--- config.mk ---
export PLATFORM = sky130hd
export DESIGN_NAME = plsbg_top
export DESIGN_NICKNAME = d
export VERILOG_FILES = /design/src/plsbg_pkg.sv /design/src/plsbg_window.sv /design/src/plsbg_ref_tick.sv /design/src/plsbg_top.sv
export SDC_FILE = /design/constraint.sdc
export NUM_CORES = 1
export LEC_CHECK = 0
export ABC_AREA = 1
export BUFFER_PORTS_ARGS = -buffer_cell sky130_fd_sc_hd__buf_4
export CAP_MARGIN = 10
export CORE_MARGIN = 4
export CORE_UTILIZATION = 25
export CTS_CLUSTER_SIZE = 14
export DETAILED_ROUTE_END_ITERATION = 16
export HOLD_SLACK_MARGIN = 0.06
export PLACE_DENSITY = 0.43
export SLEW_MARGIN = 0
export SYNTH_ARGS = -nofsm -noshare
export SYNTH_HDL_FRONTEND = slang
export SYNTH_HIERARCHICAL = 1
export SYNTH_SLANG_ARGS = --single-unit
--- constraint.sdc ---
create_clock -name ref_clk_i -period 4.5 [get_ports ref_clk_i]
set_input_delay 0.9 -clock ref_clk_i [delete_from_list [all_inputs] [get_ports ref_clk_i]]
set_output_delay 0.9 -clock ref_clk_i [all_outputs]
set_load 0.05 [all_outputs]
--- src/plsbg_pkg.sv ---
// Package: register map, field positions, reset values and types
package plsbg_pkg;

    // ************************************************************
    // Register offsets (byte addresses on APB)
    // ************************************************************
    localparam logic [7:0] PLSBG_OFF_CTRL   = 8'h00;  // pll_control_reg
    localparam logic [7:0] PLSBG_OFF_BW     = 8'h04;  // pll_bandwidth_reg
    localparam logic [7:0] PLSBG_OFF_BFC    = 8'h08;  // break_flag_control_reg
    localparam logic [7:0] PLSBG_OFF_IRQ_ST = 8'h0C;  // Sticky event status, read only
    localparam logic [7:0] PLSBG_OFF_IRQ_EN = 8'h10;  // Event enable
    localparam logic [7:0] PLSBG_OFF_IRQ_CL = 8'h14;  // Event clear, write only

    // ************************************************************
    // Field positions
    // ************************************************************
    localparam int PLSBG_CTRL_IE_BIT   = 7;   // PLL interrupt enable
    localparam int PLSBG_CTRL_FLAG_BIT = 6;   // pll_flag
    localparam int PLSBG_BW_AUTO_BIT   = 7;
    localparam int PLSBG_BW_LOCK_BIT   = 6;
    localparam int PLSBG_BW_TRK_BIT    = 5;
    localparam int PLSBG_BFC_BREAK_CLEAR_FLAG_ENABLE_BIT  = 7;   // break_clear_flag_enable
    localparam int PLSBG_EV_LOCK_BIT   = 0;   // Lock change event
    localparam int PLSBG_EV_TRK_BIT    = 1;   // Tracking entry event

    // ************************************************************
    // Reset values and counts
    // ************************************************************
    localparam logic [7:0]  PLSBG_CTRL_RST = 8'h00;
    localparam logic [7:0]  PLSBG_BW_RST   = 8'h00;
    localparam logic [7:0]  PLSBG_BFC_RST  = 8'h00;
    localparam logic [1:0]  PLSBG_EV_RST   = 2'h0;
    localparam int          PLSBG_N_ACQ    = 32;   // Tracking-entry window, ref cycles
    localparam int          PLSBG_N_TRK    = 128;  // Lock-entry window, ref cycles
    localparam int          PLSBG_CNT_W    = 16;

    // ************************************************************
    // Types
    // ************************************************************
    typedef struct packed {
        logic in_trk_tol;   // Averaged error inside tracking tolerance
        logic in_lock_tol;  // Averaged error inside lock tolerance
    } plsbg_tol_t;

    typedef enum logic [1:0] {
        PLSBG_ACQ,
        PLSBG_TRK,
        PLSBG_LOCKED
    } plsbg_state_t;

endpackage : plsbg_pkg

--- src/plsbg_window.sv ---
// Qualification window: judges a whole window of reference cycles
`timescale 1ns/1ns
module plsbg_window
    import plsbg_pkg::*;
#(
    parameter int N = 32
) (
    // Clock and reset
    input  wire logic ref_clk_i,
    input  wire logic rstn_i,
    // Control
    input  wire logic run_i,      // Window runs while high
    input  wire logic ref_tick_i, // One divided-reference cycle
    input  wire logic in_tol_i,   // Error within tolerance this cycle
    // Result
    output logic      pass_o      // Pulse: whole window was in tolerance
);

    logic [PLSBG_CNT_W-1:0] cnt_q;
    logic                   good_q;

    // whole-window judgement
    // Count N reference cycles, judge whole window, then restart
    always_ff @(posedge ref_clk_i or negedge rstn_i) begin
        if (!rstn_i) begin
            cnt_q  <= '0;
            good_q <= 1'b1;
            pass_o <= 1'b0;
        end else begin
            pass_o <= 1'b0;
            if (!run_i) begin
                cnt_q  <= '0;
                good_q <= 1'b1;
            end else if (ref_tick_i) begin
                if (cnt_q == PLSBG_CNT_W'(N - 1)) begin
                    pass_o <= good_q & in_tol_i;
                    cnt_q  <= '0;
                    good_q <= 1'b1;
                end else begin
                    cnt_q  <= cnt_q + 1'b1;
                    good_q <= good_q & in_tol_i;
                end
            end
        end
    end

endmodule : plsbg_window

--- src/plsbg_ref_tick.sv ---
// Edge detector turning the divided reference level into cycle ticks
`timescale 1ns/1ns
module plsbg_ref_tick (
    // Clock and reset
    input  wire logic ref_clk_i,
    input  wire logic rstn_i,
    // Reference level
    input  wire logic divided_reference_clock_i,
    // Tick
    output logic      tick_o
);

    logic prev_q;

    // Rising edge of reference gives one tick
    always_ff @(posedge ref_clk_i or negedge rstn_i) begin
        if (!rstn_i) begin
            prev_q <= 1'b0;
            tick_o <= 1'b0;
        end else begin
            prev_q <= divided_reference_clock_i;
            tick_o <= divided_reference_clock_i & ~prev_q;
        end
    end

endmodule : plsbg_ref_tick

--- src/plsbg_top.sv ---
// PLL lock status and break guard for the flag, with APB registers
//
// Added by the designer: the placing of the registers and the APB interface to the registers.
`timescale 1ns/1ns
module plsbg_top
    import plsbg_pkg::*;
#(
    parameter int N_ACQ = PLSBG_N_ACQ,
    parameter int N_TRK = PLSBG_N_TRK
) (
    // Clock and reset
    input  wire logic        ref_clk_i,
    input  wire logic        rstn_i,
    // APB slave
    input  wire logic        psel_i,
    input  wire logic        penable_i,
    input  wire logic        pwrite_i,
    input  wire logic [7:0]  paddr_i,
    input  wire logic [31:0] pwdata_i,
    output logic [31:0]      prdata_o,
    output logic             pready_o,
    output logic             pslverr_o,
    // PLL side
    input  wire logic        divided_reference_clock_i,
    input  wire logic        pll_on_i,
    input  wire plsbg_tol_t  tol_i,
    input  wire logic        break_active_i,
    // Status outputs
    output logic             trk_mode_o,  // PLL in tracking bandwidth
    output logic             lock_o,      // Lock indication
    output logic             irq_o        // Level interrupt
);

    // ************************************************************
    // Declarations
    // ************************************************************
    plsbg_state_t state_q;
    logic         auto_q;
    logic         man_trk_q;    // Manual tracking choice, kept across auto
    logic         lock_q;
    logic         pll_ie_q;
    logic         pll_flag_q;
    logic         break_clear_flag_enable_q;
    logic [1:0]   ev_st_q;
    logic [1:0]   ev_en_q;
    logic         tick;
    logic         acq_pass;
    logic         lock_pass;
    logic         run_acq;
    logic         run_lock;
    logic         lock_d;
    logic         trk_d;
    logic         wr_en;
    logic         rd_en;
    logic         clr_ok;
    logic [1:0]   ev_set;

    // ************************************************************
    // Helpers
    // ************************************************************
    function automatic logic hit(input logic [7:0] a, input logic [7:0] off);
        hit = (a == off);
    endfunction : hit

    // Bus strobes: single-cycle access phase
    assign wr_en = psel_i & penable_i & pwrite_i;
    assign rd_en = psel_i & penable_i & ~pwrite_i;

    // clear gate
    // Clearing allowed outside break, or in break with clear-enable
    assign clr_ok = ~break_active_i | break_clear_flag_enable_q;

    // ************************************************************
    // Reference tick and qualification windows
    // ************************************************************
    plsbg_ref_tick u_tick (
        .ref_clk_i                 (ref_clk_i),
        .rstn_i                    (rstn_i),
        .divided_reference_clock_i (divided_reference_clock_i),
        .tick_o                    (tick)
    );

    assign run_acq  = auto_q & pll_on_i & (state_q == PLSBG_ACQ);
    assign run_lock = auto_q & pll_on_i & (state_q == PLSBG_TRK);

    plsbg_window #(
        .N (N_ACQ)
    ) u_acq_win (
        .ref_clk_i  (ref_clk_i),
        .rstn_i     (rstn_i),
        .run_i      (run_acq),
        .ref_tick_i (tick),
        .in_tol_i   (tol_i.in_trk_tol),
        .pass_o     (acq_pass)
    );

    plsbg_window #(
        .N (N_TRK)
    ) u_lock_win (
        .ref_clk_i  (ref_clk_i),
        .rstn_i     (rstn_i),
        .run_i      (run_lock),
        .ref_tick_i (tick),
        .in_tol_i   (tol_i.in_lock_tol),
        .pass_o     (lock_pass)
    );

    // ************************************************************
    // Acquisition state machine
    // ************************************************************
    // window multiples
    // State advances only at a window end, so times are whole windows
    always_ff @(posedge ref_clk_i or negedge rstn_i) begin
        if (!rstn_i) begin
            state_q <= PLSBG_ACQ;
        end else if (!auto_q || !pll_on_i) begin
            state_q <= PLSBG_ACQ;
        end else begin
            case (state_q)
                PLSBG_ACQ: begin
                    if (acq_pass) begin
                        state_q <= PLSBG_TRK;
                    end
                end
                PLSBG_TRK: begin
                    if (lock_pass) begin
                        state_q <= PLSBG_LOCKED;
                    end
                end
                PLSBG_LOCKED: begin
                    // Lost lock tolerance drops back to tracking
                    if (tick && !tol_i.in_lock_tol) begin
                        state_q <= PLSBG_TRK;
                    end
                end
                default: begin
                    state_q <= PLSBG_ACQ;
                end
            endcase
        end
    end

    assign trk_d  = auto_q ? (state_q != PLSBG_ACQ) : man_trk_q;
    assign lock_d = auto_q & (state_q == PLSBG_LOCKED);

    // Registered status outputs
    always_ff @(posedge ref_clk_i or negedge rstn_i) begin
        if (!rstn_i) begin
            lock_q     <= 1'b0;
            trk_mode_o <= 1'b0;
            lock_o     <= 1'b0;
        end else begin
            lock_q     <= lock_d;
            trk_mode_o <= trk_d;
            lock_o     <= lock_d;
        end
    end

    // ************************************************************
    // Control register writes
    // ************************************************************
    // Mode, manual tracking choice, enables, clear-enable
    always_ff @(posedge ref_clk_i or negedge rstn_i) begin
        if (!rstn_i) begin
            auto_q    <= PLSBG_BW_RST[PLSBG_BW_AUTO_BIT];
            man_trk_q <= PLSBG_BW_RST[PLSBG_BW_TRK_BIT];
            pll_ie_q  <= PLSBG_CTRL_RST[PLSBG_CTRL_IE_BIT];
            break_clear_flag_enable_q    <= PLSBG_BFC_RST[PLSBG_BFC_BREAK_CLEAR_FLAG_ENABLE_BIT];
            ev_en_q   <= PLSBG_EV_RST;
        end else if (wr_en) begin
            if (hit(paddr_i, PLSBG_OFF_BW)) begin
                auto_q <= pwdata_i[PLSBG_BW_AUTO_BIT];
                if (!auto_q) begin
                    man_trk_q <= pwdata_i[PLSBG_BW_TRK_BIT];
                end
            end
            if (hit(paddr_i, PLSBG_OFF_CTRL)) begin
                pll_ie_q <= pwdata_i[PLSBG_CTRL_IE_BIT];
            end
            if (hit(paddr_i, PLSBG_OFF_BFC)) begin
                break_clear_flag_enable_q <= pwdata_i[PLSBG_BFC_BREAK_CLEAR_FLAG_ENABLE_BIT];
            end
            if (hit(paddr_i, PLSBG_OFF_IRQ_EN)) begin
                ev_en_q <= pwdata_i[1:0];
            end
        end
    end

    // ************************************************************
    // PLL flag
    // ************************************************************
    // set on lock change, zero in manual
    // clear by reading control register, gated in break
    always_ff @(posedge ref_clk_i or negedge rstn_i) begin
        if (!rstn_i) begin
            pll_flag_q <= PLSBG_CTRL_RST[PLSBG_CTRL_FLAG_BIT];
        end else if (!auto_q) begin
            pll_flag_q <= 1'b0;
        end else if (lock_d != lock_q) begin
            pll_flag_q <= 1'b1;
        end else if (rd_en && hit(paddr_i, PLSBG_OFF_CTRL) && clr_ok) begin
            pll_flag_q <= 1'b0;
        end
    end

    // ************************************************************
    // Interrupt status, enable and clear
    // ************************************************************
    assign ev_set[PLSBG_EV_LOCK_BIT] = auto_q & (lock_d != lock_q);
    assign ev_set[PLSBG_EV_TRK_BIT]  = auto_q & acq_pass & (state_q == PLSBG_ACQ);

    // Set wins over clear; clear also obeys the break gate
    always_ff @(posedge ref_clk_i or negedge rstn_i) begin
        if (!rstn_i) begin
            ev_st_q <= PLSBG_EV_RST;
        end else if (wr_en && hit(paddr_i, PLSBG_OFF_IRQ_CL) && clr_ok) begin
            ev_st_q <= (ev_st_q & ~pwdata_i[1:0]) | ev_set;
        end else begin
            ev_st_q <= ev_st_q | ev_set;
        end
    end

    // Interrupt from enabled events or enabled pll flag
    always_ff @(posedge ref_clk_i or negedge rstn_i) begin
        if (!rstn_i) begin
            irq_o <= 1'b0;
        end else begin
            irq_o <= (|(ev_st_q & ev_en_q)) | (pll_flag_q & pll_ie_q);
        end
    end

    // ************************************************************
    // APB read and response
    // ************************************************************
    // Zero-wait answer; unmapped offsets give an error
    always_ff @(posedge ref_clk_i or negedge rstn_i) begin
        if (!rstn_i) begin
            prdata_o  <= 32'h0000_0000;
            pready_o  <= 1'b0;
            pslverr_o <= 1'b0;
        end else begin
            pready_o  <= psel_i & ~penable_i;
            pslverr_o <= 1'b0;
            prdata_o  <= 32'h0000_0000;
            if (psel_i && !penable_i) begin
                case (paddr_i)
                    PLSBG_OFF_CTRL: begin
                        prdata_o[PLSBG_CTRL_IE_BIT]   <= pll_ie_q;
                        prdata_o[PLSBG_CTRL_FLAG_BIT] <= pll_flag_q;
                    end
                    PLSBG_OFF_BW: begin
                        prdata_o[PLSBG_BW_AUTO_BIT] <= auto_q;
                        prdata_o[PLSBG_BW_LOCK_BIT] <= lock_d;
                        prdata_o[PLSBG_BW_TRK_BIT]  <= trk_d;
                    end
                    PLSBG_OFF_BFC: begin
                        prdata_o[PLSBG_BFC_BREAK_CLEAR_FLAG_ENABLE_BIT] <= break_clear_flag_enable_q;
                    end
                    PLSBG_OFF_IRQ_ST: begin
                        prdata_o[1:0] <= ev_st_q;
                    end
                    PLSBG_OFF_IRQ_EN: begin
                        prdata_o[1:0] <= ev_en_q;
                    end
                    PLSBG_OFF_IRQ_CL: begin
                        prdata_o <= 32'h0000_0000;
                    end
                    default: begin
                        pslverr_o <= 1'b1;
                    end
                endcase
            end
        end
    end

    // ************************************************************
    // Assertions
    // ************************************************************
    property p_flag_hold_break;
        @(posedge ref_clk_i) disable iff (!rstn_i)
        (break_active_i && !break_clear_flag_enable_q && pll_flag_q && auto_q && lock_d == lock_q)
            |=> pll_flag_q;
    endproperty
    a_flag_hold_break: assert property (p_flag_hold_break)
        else $error("flag lost during protected break");

    property p_flag_clear_break;
        @(posedge ref_clk_i) disable iff (!rstn_i)
        (break_active_i && break_clear_flag_enable_q && rd_en && hit(paddr_i, PLSBG_OFF_CTRL)
            && auto_q && lock_d == lock_q) |=> !pll_flag_q;
    endproperty
    a_flag_clear_break: assert property (p_flag_clear_break)
        else $error("flag not cleared in break with clear-enable");

    property p_stays_clear;
        @(posedge ref_clk_i) disable iff (!rstn_i)
        (!pll_flag_q && $fell(break_active_i) && lock_d == lock_q) |=> !pll_flag_q;
    endproperty
    a_stays_clear: assert property (p_stays_clear)
        else $error("flag restored after break");

    property p_flag_on_change;
        @(posedge ref_clk_i) disable iff (!rstn_i)
        (auto_q && lock_d != lock_q) |=> pll_flag_q;
    endproperty
    a_flag_on_change: assert property (p_flag_on_change)
        else $error("flag not set on lock change");

    property p_manual_zero;
        @(posedge ref_clk_i) disable iff (!rstn_i)
        !auto_q |=> !pll_flag_q && !lock_o;
    endproperty
    a_manual_zero: assert property (p_manual_zero)
        else $error("flag or lock set in manual mode");

    property p_trk_after_pass;
        @(posedge ref_clk_i) disable iff (!rstn_i)
        (acq_pass && auto_q && pll_on_i && state_q == PLSBG_ACQ) |=> ##1 trk_mode_o;
    endproperty
    a_trk_after_pass: assert property (p_trk_after_pass)
        else $error("tracking bit not set after window");

    property p_lock_needs_win;
        @(posedge ref_clk_i) disable iff (!rstn_i)
        $rose(state_q == PLSBG_LOCKED) |-> $past(lock_pass);
    endproperty
    a_lock_needs_win: assert property (p_lock_needs_win)
        else $error("lock without qualified window");

    property p_lock_out;
        @(posedge ref_clk_i) disable iff (!rstn_i)
        (auto_q && state_q == PLSBG_LOCKED) |=> lock_o;
    endproperty
    a_lock_out: assert property (p_lock_out)
        else $error("lock output not set");

    property p_trk_needs_win;
        @(posedge ref_clk_i) disable iff (!rstn_i)
        $rose(state_q == PLSBG_TRK) && $past(state_q) == PLSBG_ACQ |-> $past(acq_pass);
    endproperty
    a_trk_needs_win: assert property (p_trk_needs_win)
        else $error("tracking without qualified window");

endmodule : plsbg_top

# After elaboration in Yosys (flattened, before gate mapping)
# Index checks and enable logic that the tools add are counted.
[totals] reg_bits=86 inputBits=50 out_inout_bits=37 elab_cells=124
[op_classes] n_addsub=2 eq_ne=16 n_mux=35 bitwise=27 reduce_logical=22
[op_table] cell="$mux W16" n=6
[op_table] cell="$add A16 B1 Y16 const B" n=2
[op_table] cell="$mux W1" n=19
[op_table] cell="$eq A16 B5 Y1 const B" n=1
[op_table] cell="$eq A16 B7 Y1 const B" n=1
[op_table] cell="$eq A8 B4 Y1 const B" n=2
[op_table] cell="$eq A8 B5 Y1 const B" n=2
[op_table] cell="$and A1 B1 Y1" n=15
[op_table] cell="$mux W2" n=5
[op_table] cell="$eq A8 B3 Y1 const B" n=1
[op_table] cell="$logic_not A8 Y1" n=1
[op_table] cell="$mux W8" n=1
[op_table] cell="$reduce_and A2 Y1" n=4
[op_table] cell="$logic_and A1 B1 Y1" n=6
[op_table] cell="$ne A3 B1 Y1 const B" n=2
[op_table] cell="$pmux W2 S3" n=1
[op_table] cell="$reduce_and A3 Y1" n=2
[op_table] cell="$reduce_or A6 Y1" n=1
[op_table] cell="$not A1 Y1" n=5
[op_table] cell="$and A2 B2 Y2" n=2
[op_table] cell="$logic_not A1 Y1" n=4
[op_table] cell="$ne A2 B2 Y1 const B" n=2
[op_table] cell="$or A2 B2 Y2" n=2
[op_table] cell="$pmux W2 S2" n=1
[op_table] cell="other kinds (13)" n=14

# Depth between registers and ports, before layout
[logic_depth] word_depth=7 mapped_depth=10 ltp_nobuf=10

# Cells and area by module
# The synthesis kept the hierarchy.
[modules_own_cells] module="plsbg_top" n_inst=1 cells_per_inst=169 area_per_inst_um2=1281.2 seq_area_each_um2=525.5
[modules_own_cells] module="plsbg_window at u_lock_win" n_inst=1 cells_per_inst=160 area_per_inst_um2=1118.6 seq_area_each_um2=451.7
[modules_own_cells] module="plsbg_window at u_acq_win" n_inst=1 cells_per_inst=147 area_per_inst_um2=1092.3 seq_area_each_um2=451.7
[modules_own_cells] module="plsbg_ref_tick" n_inst=1 cells_per_inst=4 area_per_inst_um2=60.1 seq_area_each_um2=50.0

# Worst setup path before layout
# OpenSTA, ideal clock, no wires.
[synth_timing] path_type="input to register" from="input pll_on_i" to="register u_acq_win.cnt_q[5]" setup_ns=0.118 arrival_ns=2.043 required_ns=4.382 path_slack_ns=2.338 cell_stages=8 n_path_buf=0 path_cell_list="nand2_2 -> nor3_1 -> nand2_4 -> nand2_1 -> nor2_2 -> nand2_1 -> xor2_1 -> nor2_1"
[synth_via] elab_chain_cells=3 elab_cells_between_ends=4 cone_classes="eq/ne (1); mux (1); bitwise (2)"
[synth_rtl] item="start, declared" line="plsbg_top.sv:25" source="input wire logic pll_on_i,"
[synth_rtl] item="$and A1 B1 Y1 * (2 in series)" line="plsbg_top.sv:83" source="assign run_acq = auto_q & pll_on_i & (state_q == PLSBG_ACQ);"
[synth_rtl] item="via run_acq" line="plsbg_top.sv:49" source="logic run_acq;"
[synth_rtl] item="$ne A2 B2 Y1 (no source line) or $mux W16 (tied branches)"
[synth_rtl] item="end signal, assigned" line="plsbg_window.sv:40" source="cnt_q <= cnt_q + 1'b1;"
[synth_rtl] item="end, declared" line="plsbg_window.sv:19" source="logic [PLSBG_CNT_W-1:0] cnt_q;"
# The timed path passes the listed nets; every way through them passes the cells marked *.
# A chain may end at the register's enable or synchronous reset.

# Worst setup path in the final report
[layout_timing] from="input pll_on_i" to="register u_lock_win.cnt_q[5]"
[layout_via] elab_chain_cells=3 elab_cells_between_ends=4 cone_classes="eq/ne (1); mux (1); bitwise (2)"
[layout_rtl] item="$and A1 B1 Y1 * (2 in series)" line="plsbg_top.sv:84" source="assign run_lock = auto_q & pll_on_i & (state_q == PLSBG_TRK);"
[layout_rtl] item="via run_lock" line="plsbg_top.sv:50" source="logic run_lock;"
[layout_rtl] item="$ne A2 B2 Y1 (no source line) or $mux W16 (tied branches)"
[layout_rtl] item="end signal, assigned" line="plsbg_window.sv:40"
[layout_rtl] item="end, declared" line="plsbg_window.sv:19"
# Marked as above.

==> results.toml <==
[status]
status = "completed"

[worst_setup_path]
crit_chain = "buf_4, nand2_2, nor3_2, inv_2, nor2_2, inv_2, nand2_1, xor2_1, nor2_1"
arrival_ns = 2.90
setup.worst_path.end_class = "register"
criticalPathCategory = "in -> reg"
worstSetupStartpointType = "input port"
cp_common_cell = "inv_2"
timing.rr.start = "auto_q"
critPathLaunch = "pll_on_i"
critPathMaxFanout = 13
required_ns = 4.70
cp_slowest_cell = "nor3_2"
critPathTopFamily = "simple AND/OR/NAND/NOR gates"
cp.buffers_inverters = 3
slowest_delay_ns = 0.64

[timing]
setup_tns_ns = 0
hold_violations = 0
layout_min_cycle_time_ns = 2.70
finalMaxSlewViolations = 0
rsz0062_at_grt = "no"
setup_viol = 0
fin_crit_sh_pct = 60.0
timing.hold.ws_ns = 0.402
max_freq_mhz = 370
finalClockSkew_ns = 0.0130
relSlewSlack_pct = 43.5
worst_pin_slew_ns = 0.841

[clock_tree]
cts_tree = "yes"
cts-root-buf = "clkbuf_16"
cts.clk_slew.worst_paths_ns = 0.05
cts_resized = 0
cts_made_buffers = 9
clkLatencyLatePin_ns = 0.33
cts_setup_buffers = 0
clk_path_buf_depth = 2
htree_levels = 3
clock_sinks = 59
hold_buffers = 0

[global_route]
grt_pass1_vias = 2822
grt_overflow_total = 0
antenna_found_initial = 0
grtUsageTotal_pct = 10.7
grt_max_degree = 60
grt_first_pass_wirelength_um = 13900

[place]
hpwl_um = 6070
numPortBuffers = 31
gp_congestion = 0.803
place_inst = 687

[yosys]
synth_ff_type = "dfrtp_1"
yosys-top-cells-area = "dfrtp_1 40%, nand2_1 13%, nor2_1 7.4%"
netlist_top_cells_count = "121 x nand2_1, 70 x nor2_1, 57 x dfrtp_1, 44 x inv_1, 44 x nand3_1"
syn_inst = 480
synth_warnings = 6
synth_edf_count = 0
yosysTopAreaCellShare_pct = 40.2
yosysSeqAreaShare_pct = 41.6
ys_types = 30
synth-seq-cells = 59
synthArstFlopShare_pct = 100
synth_top_cell_by_area = "dfrtp_1"
synth_most_common_cell = "nand2_1"
syn_area_um2 = 3550
syn_area_per_cell_um2 = 7.40

[worst_hold_path]
hold_start = "u_tick/prev_q"
hp-class = "reg -> reg"

[power]
total_power_w = 0.00164
irDropWorstVdd_mv = 0.185
power.leakage_nw = 1.97
cellPowerDensity_nw_per_um2 = 391

[floorplanning]
die_w_um = 127
start_util_pct = 25.6
num_rows = 43
die_height_um = 127
io_pins = 87
fp.coreArea_um2 = 13900
die-area_um2 = 16200

[finish]
multi_input_area_um2 = 1730
utilization_pct = 30.1
stdcell_count = 702
num-nets-final = 570
syn2layout_area_growth_pct = 17.7
ff_latch_area_um2 = 1480
nFillCells = 1500
insertedDiodeCount = 0
drive_gt1_share_pct = 19.0

[detailed_routing]
wirelength_um = 8140
wl_per_cell_um = 11.6
ant_nets = 0
dr_total_vias = 2965
dr.first_iter.drc_count = 168
drc = 0
viasPerCell = 4.22
dr.pass1.iters = 4

[job]
drv_cap = 0
[path summary, 6_finish.rpt]
path	end	slack, ns	cells past startpoint
worst min register to register	u_tick/tick_o	0.40	1
max in group asynchronous	u_lock_win/pass_o	3.33	1
worst max-delay path	u_lock_win/cnt_q[5]	1.80	9
worst min-delay path	u_tick/tick_o	0.40	1
min in group asynchronous	trk_mode_o	0.66	1
worst max register to register	u_lock_win/cnt_q[5]	1.91	8
[layout make-up]
class	instances	share of cell area, %
Sequential cell	59	35.4
Clock inverter	2	0.838
Timing Repair Buffer	31	5.57
Clock buffer	13	6.23
Inverter	56	5.21
Tap cell	180	5.39
Multi-Input combinational cell	361	41.4
[stage by stage]
step,cell area [um2],setup slack [ns]
5_1_grt,4180,1.54
3_5_place_dp,3880,1.46
2_1_floorplan,3650,2.34
3_3_place_gp,3880,1.45
6_report,4180,1.80
4_1_cts,4180,1.80
[worst register-to-register path, cell delays in order (launching register included)]
cell	delay [ns]
dfrtp_1	0.49
nand2_2	0.15
nor3_2	0.64
inv_2	0.11
nor2_2	0.53
inv_2	0.19
nand2_1	0.14
xor2_1	0.16
nor2_1	0.06
[layout by cell type, fill, tap and decap left out, drive strengths merged, types with 4 or more instances in the layout]
| cell type | instances |
|---|---|
| nor3 | 12 |
| nand4 | 10 |
| o21ai | 12 |
| nand2 | 136 |
| inv | 56 |
| dfrtp | 57 |
| nor2 | 91 |
| xor2 | 7 |
| nand3 | 44 |
| clkbuf | 13 |
| buf | 31 |
| xnor2 | 4 |
| a21oi | 12 |
| conb | 27 |
[cells by family after synthesis]
logic type                 share of synthesized area [%]
AOI/OAI and AO/OA                                   4.33
xor gates and xnor gates                            2.71
adders and majority gates                          0.704
buffers and inverters                               12.4
DFF                                                 41.6
other                                              0.106
and+or+nand+nor                                     38.1
[report_power, final]
group          total [W]  switching, W  internal, W
combinational   0.000350      0.000264    0.0000861
sequential      0.000602     0.0000312     0.000571
clock           0.000684      0.000229     0.000455
[layer usage]
layer / track usage (%) / up-vias / routed length (um)
met4: 4.16 / 0 / 72
met2: 16.6 / 68 / 3760
met1: 14.2 / 1365 / 3950
met5: 0 / - / 0
li1: - / 1528 / -
met3: 2.72 / 4 / 359
[registers in the layout (all words and copies together) (netlist names), 2 cells and up]
name / count
prdata_o: 5
u_acq_win/cnt_q: 16
state_q: 2
ev_st_q: 2
ev_en_q: 2
u_lock_win/cnt_q: 16
(Power assumes the default switching activity.)
